File: src/inc/ccd_seq_pkg.sv
package ccd_seq_pkg;

  // sequencer states
  typedef enum logic [2:0] {
    ST_CLEAR = 3'b000,
    ST_INIT = 3'b001,
    ST_FLUSH = 3'b010,
    ST_INTEG = 3'b011,
    ST_VXFER = 3'b100,
    ST_HXFER = 3'b101,
    ST_LCHECK = 3'b110
  } seq_state_t;

  // system clock and vertical clock timing, fixed in logic
  localparam int CLK_MHZ = 20;
  localparam int V_PULSE_NS = 1000;
  localparam int THS_NS = 500;
  localparam int V_PULSE_CYC = (V_PULSE_NS * CLK_MHZ + 999) / 1000;
  localparam int THS_CYC = (THS_NS * CLK_MHZ + 999) / 1000;
  localparam logic [7:0] V_A_END = 8'(V_PULSE_CYC);
  localparam logic [7:0] V_B_END = 8'(2 * V_PULSE_CYC);
  localparam logic [7:0] VT_LAST = 8'(2 * V_PULSE_CYC + THS_CYC - 1);

  // positions within one pixel, in sixteenths of a pixel
  localparam logic [3:0] PIX_LAST = 4'hf;
  localparam logic [3:0] H_SPLIT = 4'h8;
  localparam logic [3:0] CLAMP_ON = 4'h3;
  localparam logic [3:0] CLAMP_OFF = 4'h4;
  localparam logic [3:0] SAMP_ON = 4'hb;
  localparam logic [3:0] SAMP_OFF = 4'hc;
  localparam logic [3:0] STROBE_ON = 4'hc;
  localparam logic [3:0] STROBE_OFF = 4'hd;
  localparam logic [3:0] RST_ON = 4'he;
  localparam logic [3:0] RST_OFF = 4'hf;

  // register map (byte addresses) and reset values
  localparam logic [3:0] REG_INT_SEL = 4'h0;
  localparam logic [3:0] REG_STATUS = 4'h4;
  localparam logic [4:0] INT_SEL_RST = 5'h00;

  // inclusive window on the pixel phase counter
  function automatic logic in_win(input logic [3:0] p, input logic [3:0] lo, input logic [3:0] hi);
    return (p >= lo) && (p <= hi);
  endfunction

  // integration time select to count of unit ticks (10 ms each)
  function automatic logic [12:0] int_ticks(input logic [4:0] sel);
    logic [12:0] t;
    t = 13'h0000;
    if (sel <= 5'h0a) begin
      t = {8'h00, sel};
    end else if (sel <= 5'h13) begin
      t = 13'(({8'h00, sel} - 13'h0009) * 13'h000a);
    end else if (sel <= 5'h1c) begin
      t = 13'(({8'h00, sel} - 13'h0012) * 13'h0064);
    end else if (sel == 5'h1d) begin
      t = 13'h015e;
    end else if (sel == 5'h1e) begin
      t = 13'h1388;
    end else begin
      t = 13'h1964;
    end
    return t;
  endfunction

endpackage

File: src/inc/seq_ctl_if.sv
`timescale 1ns/1ps
interface seq_ctl_if;
  logic [4:0] int_sel;
  logic [2:0] state_code;
  logic [3:0] modes;
  logic [11:0] line;
  modport regs(output int_sel, input state_code, input modes, input line);
  modport core(input int_sel, output state_code, output modes, output line);
endinterface

File: src/avalon_regs.sv
`timescale 1ns/1ps
module avalon_regs
  import ccd_seq_pkg::*;
(
  // clock and reset
  input wire logic clk,
  input wire logic reset,
  // avalon-mm slave
  input wire logic [3:0] address,
  input wire logic read,
  input wire logic write,
  input wire logic [3:0] byteenable,
  input wire logic [31:0] writedata,
  output logic [31:0] readdata,
  output logic waitrequest,
  // sequencer side
  seq_ctl_if.regs ctl
);
  logic [31:0] rd_mux;
  logic req;
  logic wr_take;

  // read decode, unmapped offsets read as zero
  assign req = read | write;
  assign wr_take = write & ~waitrequest & (address == REG_INT_SEL) & byteenable[0];
  assign rd_mux = (address == REG_INT_SEL) ? {27'h0, ctl.int_sel} :
                  (address == REG_STATUS) ? {4'h0, ctl.line, 8'h00, ctl.modes, 1'b0, ctl.state_code} :
                  32'h00000000;

  // one wait cycle per access, then waitrequest returns high
  always_ff @(posedge clk) begin
    if (reset) begin
      waitrequest <= 1'b1;
      readdata <= 32'h00000000;
    end else begin
      waitrequest <= ~(req & waitrequest);
      if (read & waitrequest) begin
        readdata <= rd_mux;
      end
    end
  end

  // integration time select, writes to other offsets are dropped
  always_ff @(posedge clk) begin
    if (reset) begin
      ctl.int_sel <= INT_SEL_RST;
    end else if (wr_take) begin
      ctl.int_sel <= writedata[4:0];
    end
  end
endmodule

File: src/ccd_frame_timing_sequencer.sv
`timescale 1ns/1ps
// Operation
// - amp jumper low keeps normal supply always
// - amp jumper high lowers supply during integration
// - reset clears counters, state, mode registers
// - free run; clear/setup resets counters each frame
// - initialize samples modes, continuous waits tick
// - flush only in triggered capture mode
// - flush toggles vertical clocks, then waits tick
// - integration output high throughout integrate
// - internal mode ends after selected tick count
// - external mode ends on end input rising
// - vertical counter times clocks and delay
// - binning shifts two rows per readout
// - vertical clock timing fixed, not programmable
// - pixel counter times shifting and grabber syncs
// - binning sums two pixels before sensing
// - binning gates reset, clamp, sample, strobe
// - line check counts rows, ends or repeats
// - triggered mode waits trigger per frame
// - capture and binning jumpers, low default
// - integration source jumper, low internal
// - select field picks one of 32 durations
module ccd_frame_timing_sequencer
  import ccd_seq_pkg::*;
#(
  parameter logic [11:0] NUM_ROWS = 12'h800,
  parameter logic [11:0] NUM_COLS = 12'h800,
  parameter logic [11:0] FLUSH_LINES = 12'h800
) (
  // clock and reset
  input wire logic clk,
  input wire logic reset,
  // mode jumpers
  input wire logic capture_mode_jumper,
  input wire logic binning_jumper,
  input wire logic integration_source_jumper,
  input wire logic amp_disable_jumper,
  // timing and trigger inputs
  input wire logic unit_integration_tick,
  input wire logic capture_trigger,
  input wire logic ext_integration_end,
  // avalon-mm slave
  input wire logic [3:0] address,
  input wire logic read,
  input wire logic write,
  input wire logic [3:0] byteenable,
  input wire logic [31:0] writedata,
  output logic [31:0] readdata,
  output logic waitrequest,
  // ccd and converter clocks
  output logic vertical_phase_a,
  output logic vertical_phase_b,
  output logic horizontal_phase_a,
  output logic horizontal_phase_b,
  output logic diffusion_reset_clock,
  output logic clamp_clock,
  output logic sample_clock,
  output logic reduced_amp_supply,
  output logic integration_active,
  // framegrabber syncs
  output logic grabber_frame_sync,
  output logic grabber_line_sync,
  output logic grabber_pixel_strobe
);
  seq_ctl_if ctl ();

  seq_state_t state;
  seq_state_t next_state;
  logic [6:0] s_lvl;
  logic [6:0] s_rise;
  logic m_trig;
  logic m_bin;
  logic m_ext;
  logic m_amp;
  logic [7:0] vcnt;
  logic vrep;
  logic [11:0] flines;
  logic [3:0] pcnt;
  logic [11:0] col;
  logic [11:0] line;
  logic [12:0] itick;

  // every jumper, tick, trigger and end input passes the synchroniser first
  edge_sync #(.W(7)) u_sync (
    .clk(clk),
    .reset(reset),
    .d({amp_disable_jumper, integration_source_jumper, binning_jumper, capture_mode_jumper,
        ext_integration_end, capture_trigger, unit_integration_tick}),
    .lvl(s_lvl),
    .rise(s_rise)
  );

  avalon_regs u_regs (
    .clk(clk),
    .reset(reset),
    .address(address),
    .read(read),
    .write(write),
    .byteenable(byteenable),
    .writedata(writedata),
    .readdata(readdata),
    .waitrequest(waitrequest),
    .ctl(ctl.regs)
  );

  // named synchronised signals
  wire tick_rise = s_rise[0];
  wire trig_rise = s_rise[1];
  wire ext_rise = s_rise[2];
  wire jmp_trig = s_lvl[3];
  wire jmp_bin = s_lvl[4];
  wire jmp_ext = s_lvl[5];
  wire jmp_amp = s_lvl[6];

  // status seen by software
  assign ctl.state_code = state;
  assign ctl.modes = {m_amp, m_ext, m_bin, m_trig};
  assign ctl.line = line;

  // counter decodes
  wire vt_end = (vcnt == VT_LAST);
  wire row_done = vt_end & (~m_bin | vrep);
  wire flush_done = (flines == FLUSH_LINES);
  wire pix_end = (pcnt == PIX_LAST);
  wire line_end = pix_end & (col == NUM_COLS - 12'h001);
  wire [11:0] lines_needed = m_bin ? {1'b0, NUM_ROWS[11:1]} : NUM_ROWS;
  wire last_line = ((line + 12'h001) == lines_needed);
  wire [12:0] int_target = int_ticks(ctl.int_sel);
  wire integ_done = m_ext ? ext_rise : (itick >= int_target);
  wire amp_sel = (state == ST_INIT) ? jmp_amp : m_amp;

  // state sequencing
  always_comb begin
    next_state = state;
    case (state)
      ST_CLEAR: begin
        next_state = ST_INIT;
      end
      ST_INIT: begin
        if (jmp_trig) begin
          if (trig_rise) begin
            next_state = ST_FLUSH;
          end
        end else if (tick_rise) begin
          next_state = ST_INTEG;
        end
      end
      ST_FLUSH: begin
        if (flush_done && tick_rise) begin
          next_state = ST_INTEG;
        end
      end
      ST_INTEG: begin
        if (integ_done) begin
          next_state = ST_VXFER;
        end
      end
      ST_VXFER: begin
        if (row_done) begin
          next_state = ST_HXFER;
        end
      end
      ST_HXFER: begin
        if (line_end) begin
          next_state = ST_LCHECK;
        end
      end
      ST_LCHECK: begin
        next_state = last_line ? ST_CLEAR : ST_VXFER;
      end
      default: begin
        next_state = ST_CLEAR;
      end
    endcase
  end

  always_ff @(posedge clk) begin
    if (reset) begin
      state <= ST_CLEAR;
    end else begin
      state <= next_state;
    end
  end

  // modes follow the jumpers only while initializing
  always_ff @(posedge clk) begin
    if (reset) begin
      {m_amp, m_ext, m_bin, m_trig} <= 4'h0;
    end else if (state == ST_INIT) begin
      {m_amp, m_ext, m_bin, m_trig} <= {jmp_amp, jmp_ext, jmp_bin, jmp_trig};
    end
  end

  // vertical transfer counter, shared by flush and row transfer
  wire vert_run = (state == ST_VXFER) | ((state == ST_FLUSH) & ~flush_done);
  always_ff @(posedge clk) begin
    if (reset || !vert_run || vt_end) begin
      vcnt <= 8'h00;
    end else begin
      vcnt <= vcnt + 8'h01;
    end
  end

  // second row of a binned pair, and flush line count
  always_ff @(posedge clk) begin
    if (reset || state == ST_CLEAR) begin
      vrep <= 1'b0;
      flines <= 12'h000;
    end else begin
      if (state == ST_VXFER && vt_end) begin
        vrep <= ~vrep;
      end
      if (state == ST_FLUSH && vt_end && !flush_done) begin
        flines <= flines + 12'h001;
      end
    end
  end

  // pixel phase and column counters
  always_ff @(posedge clk) begin
    if (reset || state != ST_HXFER) begin
      pcnt <= 4'h0;
      col <= 12'h000;
    end else begin
      pcnt <= pcnt + 4'h1;
      if (pix_end) begin
        col <= col + 12'h001;
      end
    end
  end

  // line counter, cleared at every frame start
  always_ff @(posedge clk) begin
    if (reset || state == ST_CLEAR) begin
      line <= 12'h000;
    end else if (state == ST_LCHECK) begin
      line <= line + 12'h001;
    end
  end

  // integration ticks; counting starts after the synchronising tick
  always_ff @(posedge clk) begin
    if (reset || state != ST_INTEG) begin
      itick <= 13'h0000;
    end else if (tick_rise) begin
      itick <= itick + 13'h0001;
    end
  end

  // output decode; vertical waveform is hard wired
  wire hx = (state == ST_HXFER);
  wire sense = hx & (~m_bin | col[0]);
  wire next_va = vert_run & (vcnt < V_A_END);
  wire next_vb = vert_run & (vcnt >= V_A_END) & (vcnt < V_B_END);
  wire next_ha = hx & (pcnt < H_SPLIT);
  wire next_hb = hx & (pcnt >= H_SPLIT);
  wire next_rst = sense & in_win(pcnt, RST_ON, RST_OFF);
  wire next_clamp = sense & in_win(pcnt, CLAMP_ON, CLAMP_OFF);
  wire next_samp = sense & in_win(pcnt, SAMP_ON, SAMP_OFF);
  wire next_strobe = sense & in_win(pcnt, STROBE_ON, STROBE_OFF);
  wire next_frame = (state == ST_VXFER) | hx | (state == ST_LCHECK);
  wire next_integ = (next_state == ST_INTEG);
  wire next_amp = amp_sel & next_integ;

  // every output leaves from a flop, one cycle after its decode
  always_ff @(posedge clk) begin
    if (reset) begin
      {vertical_phase_a, vertical_phase_b, horizontal_phase_a, horizontal_phase_b} <= 4'h0;
      {diffusion_reset_clock, clamp_clock, sample_clock} <= 3'h0;
      {grabber_frame_sync, grabber_line_sync, grabber_pixel_strobe} <= 3'h0;
      {integration_active, reduced_amp_supply} <= 2'h0;
    end else begin
      {vertical_phase_a, vertical_phase_b, horizontal_phase_a, horizontal_phase_b} <=
        {next_va, next_vb, next_ha, next_hb};
      {diffusion_reset_clock, clamp_clock, sample_clock} <= {next_rst, next_clamp, next_samp};
      {grabber_frame_sync, grabber_line_sync, grabber_pixel_strobe} <= {next_frame, hx, next_strobe};
      {integration_active, reduced_amp_supply} <= {next_integ, next_amp};
    end
  end
endmodule

File: src/edge_sync.sv
`timescale 1ns/1ps
module edge_sync #(
  parameter int W = 1
) (
  // clock and reset
  input wire logic clk,
  input wire logic reset,
  // asynchronous inputs and their synchronised forms
  input wire logic [W-1:0] d,
  output logic [W-1:0] lvl,
  output logic [W-1:0] rise
);
  logic [W-1:0] s1;
  logic [W-1:0] s2;
  logic [W-1:0] s3;

  // two stages against metastability, a third only for edge detection
  always_ff @(posedge clk) begin
    if (reset) begin
      s1 <= '0;
      s2 <= '0;
      s3 <= '0;
    end else begin
      s1 <= d;
      s2 <= s1;
      s3 <= s2;
    end
  end

  assign lvl = s2;
  assign rise = s2 & ~s3;
endmodule
File: config.mk
export PLATFORM = sky130hd
export DESIGN_NAME = ccd_frame_timing_sequencer
export DESIGN_NICKNAME = d
export VERILOG_FILES = /design/src/inc/ccd_seq_pkg.sv /design/src/inc/seq_ctl_if.sv /design/src/avalon_regs.sv /design/src/ccd_frame_timing_sequencer.sv /design/src/edge_sync.sv
export SDC_FILE = /design/constraint.sdc
export NUM_CORES = 1
export LEC_CHECK = 0
export ABC_AREA = 1
export BUFFER_PORTS_ARGS = -buffer_cell sky130_fd_sc_hd__buf_2
export CORE_MARGIN = 1.5
export CORE_UTILIZATION = 45
export CTS_BUF_LIST = sky130_fd_sc_hd__clkbuf_16
export CTS_CLUSTER_SIZE = 20
export DETAILED_ROUTE_END_ITERATION = 7
export PLACE_DENSITY_LB_ADDON = 0.3
export SLEW_MARGIN = 20
export SYNTH_ARGS = -nofsm -noshare
export SYNTH_HDL_FRONTEND = slang
export SYNTH_SLANG_ARGS = --single-unit
export TNS_END_PERCENT = 30
File: constraint.sdc
create_clock -name clk -period 4.3 [get_ports clk]
set_clock_uncertainty 0.1 [all_clocks]
set_input_delay 1.075 -clock clk [delete_from_list [all_inputs] [get_ports clk]]
set_output_delay 1.075 -clock clk [all_outputs]
set_load 0.02 [all_outputs]
== After elaboration in Yosys (flattened, before gate mapping) ==
Index checks and enable logic that the tools add are counted.

* Bits in read-only memories: 0
* Memory bits (writable): 0
* Bits in latches: 0
* Register bits after elaboration: 136
* Bits of input ports: 51
* Output and inout port bits: 45
* Memories: 0
* Logic and storage cells: 142

* Reduce and logical (&&, ||, !) cells: 17
* Add/subtract/negate cells: 8
* Divide/modulo/power cells: 0
* Muxes and demuxes: 19
* $mul: 2
* Equality and inequality tests: 17
* Magnitude comparators: 17
* Shifts and indexed selects: 0
* Bitwise gates (word level): 32

{| class="wikitable"
|+ Operators by type and width
! kind !! number
|-
| two-way mux 13 bit || 4
|-
| adder 12 x 1 -> 12 bit (second input constant) || 3
|-
| two-way mux 32 bit || 1
|-
| two-way mux 28 bit || 1
|-
| two-way mux 12 bit || 2
|-
| two-way mux 3 bit || 8
|-
| case mux 3 bit (7 select lines) || 1
|-
| bitwise AND 1 bit || 19
|-
| greater-or-equal comparator 4 bit (second input constant) || 4
|-
| adder 13 x 1 -> 13 bit (second input constant) || 1
|-
| greater-or-equal comparator 13 bit || 1
|-
| multiplier 13 x 3 -> 12 bit (second input constant) || 1
|-
| multiplier 13 x 5 -> 11 bit (second input constant) || 1
|-
| equality test 12 x 11 -> 1 bit (second input constant) || 1
|-
| equality test 12 bit || 1
|-
| equality test 12 bit (second input constant) || 1
|-
| less-or-equal comparator 4 bit (second input constant) || 3
|-
| equality test 5 bit (second input constant) || 2
|-
| less-or-equal comparator 5 bit (second input constant) || 2
|-
| equality test 3 x 2 -> 1 bit (second input constant) || 3
|-
| equality test 3 bit (second input constant) || 3
|-
| adder 8 x 1 -> 8 bit (second input constant) || 1
|-
| equality test 8 x 6 -> 1 bit (second input constant) || 1
|-
| greater-or-equal comparator 8 x 5 -> 1 bit (second input constant) || 1
|-
| 24 further kinds || 46
|}

== Logic depth before layout (Yosys ltp) ==
* Word-level depth: 12
* Gate-level depth with buffers: 30
* Gate-level depth less buffers: 30

== By module ==
From an unflattened synthesis, not the netlist that was laid out.

* Cells, all modules: 1002
* Area total of the unflattened synthesis: 7272.0 um2

{| class="wikitable"
|+ By module, submodules not included
! module !! sequential area each (um2) !! cells an instance !! area each (um2) !! instances
|-
| ccd_frame_timing_sequencer || 1621.6 || 769 || 5446.5 || 1
|-
| avalon_regs || 520.5 || 161 || 1198.6 || 1
|-
| edge_sync || 420.4 || 72 || 626.9 || 1
|}

== Worst setup path before layout ==
Ideal clock, no wire load.

* Path type: register to register
* Start: register u_regs.ctl.int_sel[1]
* End: register integration_active
* Cell stages (with the launch flop): 28
* Data required time: 4091 ps
* Data arrival time: 4119 ps
* Slack: -28 ps
* Clock period less this slack: 4328 ps
* Buffers on the path: 0
* Library setup time: 109 ps
* Cell sequence: dfxtp_1 inv_1 ha_1 xor2_1 ha_1 ha_1 fa_1 ha_1 nand3_1 nand2_1 nand2_1 nand2_1 a21oi_1 or2_2 nand3_1 nand3_1 ha_1 nand2_1 nor2_1 nand2_1 nor2_1 nand2_1 nand3_1 nand2_1 nand3_1 o21ai_1 nand2_1 inv_1

* Longest elaborated chain between the ends: 11
* Elaborated cells on any way between the ends: 19
* Classes of those cells: add/sub: 2; mul: 2; order compare: 4; eq/ne: 3; mux: 8

{| class="wikitable"
|+ RTL lines
! element !! line !! source
|-
| start, declared || seq_ctl_if.sv:7 || <nowiki>modport regs(output int_sel, input state_code, input modes, input line);</nowiki>
|-
| start signal, assigned || avalon_regs.sv:48 || <nowiki>ctl.int_sel <= writedata[4:0];</nowiki>
|-
| parallel branches: the longest is 5 deep, another holds multiplier 13 x 5 -> 11 bit || - ||
|-
| two-way mux 13 bit (*) || ccd_seq_pkg.sv:50 || <nowiki>if (sel <= 5'h0a) begin</nowiki>
|-
| greater-or-equal comparator 13 bit (*) || ccd_frame_timing_sequencer.sv:130 || <nowiki>wire integ_done = m_ext ? ext_rise : (itick >= int_target);</nowiki>
|-
| two-way mux 1 bit (*) || ccd_frame_timing_sequencer.sv:130 ||
|-
| two-way mux 3 bit (*) || ccd_frame_timing_sequencer.sv:155 || <nowiki>if (integ_done) begin</nowiki>
|-
| case mux 3 bit (7 select lines) (*) || ccd_frame_timing_sequencer.sv:136 || <nowiki>case (state)</nowiki>
|-
| equality test 3 x 2 -> 1 bit (*) || ccd_frame_timing_sequencer.sv:263 || <nowiki>wire next_integ = (next_state == ST_INTEG);</nowiki>
|-
| end signal, assigned || ccd_frame_timing_sequencer.sv:278 || <nowiki>{integration_active, reduced_amp_supply} <= {next_integ, next_amp};</nowiki>
|-
| end, declared || ccd_frame_timing_sequencer.sv:60 || <nowiki>output logic integration_active,</nowiki>
|}

Every way passes the cells marked *.
A chain may end at the register's enable or synchronous reset.

== Worst setup path in the final report ==
* Start: register u_regs.ctl.int_sel[1]
* End: register state[2], in the netlist ctl.state_code[2]

* Longest elaborated chain between the ends: 10
* Elaborated cells on any way between the ends: 18
* Classes of those cells: add/sub: 2; mul: 2; order compare: 4; eq/ne: 2; mux: 8

{| class="wikitable"
|+ RTL lines
! element !! line !! source
|-
| parallel branches: the longest is 5 deep, another holds multiplier 13 x 5 -> 11 bit || - ||
|-
| two-way mux 13 bit (*) || ccd_seq_pkg.sv:50 ||
|-
| greater-or-equal comparator 13 bit (*) || ccd_frame_timing_sequencer.sv:130 ||
|-
| two-way mux 1 bit (*) || ccd_frame_timing_sequencer.sv:130 ||
|-
| two-way mux 3 bit (*) || ccd_frame_timing_sequencer.sv:155 ||
|-
| case mux 3 bit (7 select lines) (*) || ccd_frame_timing_sequencer.sv:136 ||
|-
| end signal, assigned || ccd_frame_timing_sequencer.sv:182 || <nowiki>state <= next_state;</nowiki>
|-
| end, declared || ccd_frame_timing_sequencer.sv:68 || <nowiki>seq_state_t state;</nowiki>
|}

Marked as above.

==> summary.txt <==
Logic synthesis
  • Syn Area/Cell: 7.333 um^2
  • Distinct cell type count after synthesis: 46
  • Post-synthesis async set-or-reset flop share: 0%
  • #FFs+latches synth: ~120
  • Main synth FF type: dfxtp_1
  • Number of flops mapped to enable cells by yosys: 0
  • Sequential fraction of the synthesis area: 35.49%
  • Synth Instances: 954
  • Synth warnings: 0
  • Syn Std Cell Area: 6995 um^2

Global route
  • Vias in the first global route: 5687
  • Total track usage: between 15 and 20%
  • Busiest grt layer: met2
  • Met1 Track Usage GR: 24.73%
  • Largest net degree at the start of global routing: 41
  • Met2 Resource Use GR: roughly a third
  • GR Overflow Total: 0
  • First-pass GRT wire length: 25420 um
  • Met3 Usage GRT: 4.341%
  • Initial antenna violation count: 0

Final layout
  • Leading cell type in the layout, fill and taps excluded: inv_1
  • ANT cells: 0
  • Area of the multi-input gates: 4045 um^2
  • Final nets: 1169
  • Fin util: 56.14%
  • Filler cells: ~1400
  • Area Overhead vs Synth: 22.00%
  • Commonest non-fill, non-tap cells in the layout: inv_1, nand2_1, dfxtp_1
  • Register area: 2487 um^2
  • Post-Layout Inst Area: 8534 um^2
  • Layout cell share with drive strength beyond 1: 18.76%

Drt
  • 1st-iter DRT viols: around 310
  • Total number of vias: 6092
  • Final ANT Viol Nets: 0
  • Drt wl/cell: 12.06 um
  • DRC viols: 0
  • Drt first pass iters: 5
  • DR vias/cell: between 4 and 5
  • DRT Wirelength: 15120 um

Worst setup path
  • CP required: 4.49 ns
  • Critical R2R Launch: u_regs.ctl.int_sel[1]$_SDFFE_PP0P_
  • CP max FO: 5
  • CP max-delay cell: fa_1
  • Critical path class: reg -> reg
  • CP peak stage delay: 0.52 ns
  • Worst R2R End: ctl.state_code[2]$_SDFF_PP0_
  • Critical Path AT: between 4 and 5 ns
  • R2r setup slk: -0.19 ns
  • R2R cell count: 28
  • Critical Path Start Type: flip-flop
  • CP Capture Type: flip-flop

Clocking
  • CTS clk-pin slew, worst paths: roughly 0.060 ns
  • TritonCTS buffer count: 17
  • CTS Hold Bufs: 0
  • CTS sink cnt: 124
  • CTS tree: yes
  • Max Buffers Root-to-Sink: 2
  • CTS H-tree depth: 4
  • Clock root buffer: clkbuf_16
  • Clock latency on the worst-skew pair: roughly 0.42 ns

Floorplanning
  • Die Span Y: 127.7 um
  • Die Wd: 127.7 um
  • Die ar.: 16300 um^2
  • Core area: 15200 um^2
  • I/O Pins: 96
  • Initial Util: 46.02%
  • Row count: 45

Flow run
  • Maxcap violations: 0

Pwr
  • Pwr Density: between 300 and 400 nW/um^2
  • LEAKAGE: 0.003622 uW
  • Worst VDD drop: 247.5 uV

STA
  • Rel. slew slack: 36.57%
  • Final setup TNS: -0.7949 ns
  • Crit share post-route: 104.4%
  • Max Clock Freq: 222.8 MHz
  • Tightest Pin Transition: 0.9505 ns
  • Final worst slack: -0.1877 ns
  • Post-layout min period: around 4.5 ns
  • RSZ-0062 raised after global routing: true
  • Hold slack final: 0.2949 ns
  • Setup-failing EPs final: 5
  • Count of pins over their slew limit: 0
  • Hold Violations, Final: 0

Min path
  • Min-delay src: u_sync.s1[5]$_SDFF_PP0_
  • Hold EP: u_sync.lvl[5]$_SDFF_PP0_
  • WHS Path Cells: 2
  • Hold WC Path Type: reg -> reg

Outcome
  • Failing checks: negative setup slack
  • Status: finished with violations

Placed design
  • DP Wirelength: 11030 um
  • Port Buffers: between 50 and 60
  • GP Congestion: 0.8641
  • Post-DP Area: between 7000 and 8000 um^2
-- cells in the mapped netlist, types with 7 or more instances --
library cell  count  area (um^2)
nor3_1           13        65.06
clkbuf_1          9        33.78
nor2_1          107        401.6
buf_4            12        90.09
o21ai_0          70        350.3
nand3_1          49        245.2
xnor2_1           8        70.07
nand2_1         151        566.8
ha_1             59        738.2
dfxtp_1         124         2482
xor2_1           19        166.4
o211ai_1         11        82.58
inv_1           152        570.6
a21oi_1          82        410.4
nand4_1          13        81.33
nor2_4            7        78.83
-- area by class of cell --
| type | instances | share of cell area [%] |
|---|---|---|
| tap | 188 | 2.756 |
| clock buffer | 17 | 4.985 |
| timing repair buffer | 97 | 6.978 |
| clock inverter | 15 | 1.701 |
| sequential | 124 | 29.15 |
| multi-input combinational | 655 | 47.40 |
| inverter | 158 | 7.037 |
-- state kept, by name, indices dropped and copies added (netlist names), 3 cells and up --
name	count
u_regs.readdata	20
itick	13
col	12
ctl.line	12
flines	12
vcnt	8
u_sync.lvl	7
u_sync.s1	7
u_regs.ctl.int_sel	5
pcnt	4
ctl.state_code	3
u_sync.s3	3
-- worst max path at each step --
stage / cells past startpoint / to / from
3_5_place_dp: 29 / integration_active$_SDFF_PP0_ / u_regs.ctl.int_sel[1]$_SDFFE_PP0P_
2_1_floorplan: 27 / integration_active$_SDFF_PP0_ / u_regs.ctl.int_sel[1]$_SDFFE_PP0P_
4_1_cts: 27 / ctl.state_code[0]$_SDFF_PP0_ / u_regs.ctl.int_sel[2]$_SDFFE_PP0P_
3_3_place_gp: 27 / integration_active$_SDFF_PP0_ / u_regs.ctl.int_sel[1]$_SDFFE_PP0P_
5_1_grt: 29 / ctl.state_code[2]$_SDFF_PP0_ / u_regs.ctl.int_sel[1]$_SDFFE_PP0P_
6_report: 28 / ctl.state_code[2]$_SDFF_PP0_ / u_regs.ctl.int_sel[1]$_SDFFE_PP0P_
-- per-stage QoR --
step,cells,total power (uW),worst slack [ns]
after floorplan,965,1351,0.02759
after global placement,1216,1401,-0.1869
after detailed placement,1216,1404,-0.2552
after CTS,1248,2778,-0.02256
after global routing,1254,2880,-0.4842
final,1254,2767,-0.1877
-- cells by family (layout without fill, tap and decap cells) --
family | count (synthesis) | after routing | synth area share [%]
AND/OR/NAND/NOR | 363 | 363 | 22.95
AO/OA/AOI/OAI | 188 | 188 | 15.02
buffers and inverters | 186 | 287 | 10.84
flip-flops | 124 | 124 | 35.49
adder cells (fa/ha/maj) | 65 | 65 | 12.27
XOR/XNOR | 27 | 27 | 3.380
other | 1 | 12 | 0.05361
-- metal layers --
metal  up-vias  routed length [um]
li1       3254                   -
met3        19                 577
met1      2711                7268
met2       108                7012
met4         0                 261
met5         -                   0
-- repair_timing --
item | CTS | global route
resized for setup | 18 | 33
setup endpoints to repair | 5 | 5
setup buffers | 0 | 6
pin swaps | 4 | 30
-- worst max-delay path, delay by kind of cell, from the launching register on --
family,cells,cell delay (ns)
adder cells (fa/ha/maj),6,1.82
AND/OR/NAND/NOR,15,1.20
AO/OA/AOI/OAI,3,0.46
flip-flops,1,0.35
XOR/XNOR,1,0.24
buffers and inverters,3,0.16
-- power by group --
group          switching, uW  total [uW]  leakage [uW]  internal [uW]
clock                    601        1370      0.000279            767
sequential              16.1        1190       0.00101           1180
combinational            129         206       0.00233           76.6
total                    747        2770       0.00362           2020
Note: power is estimated with default switching activity, not from simulation.
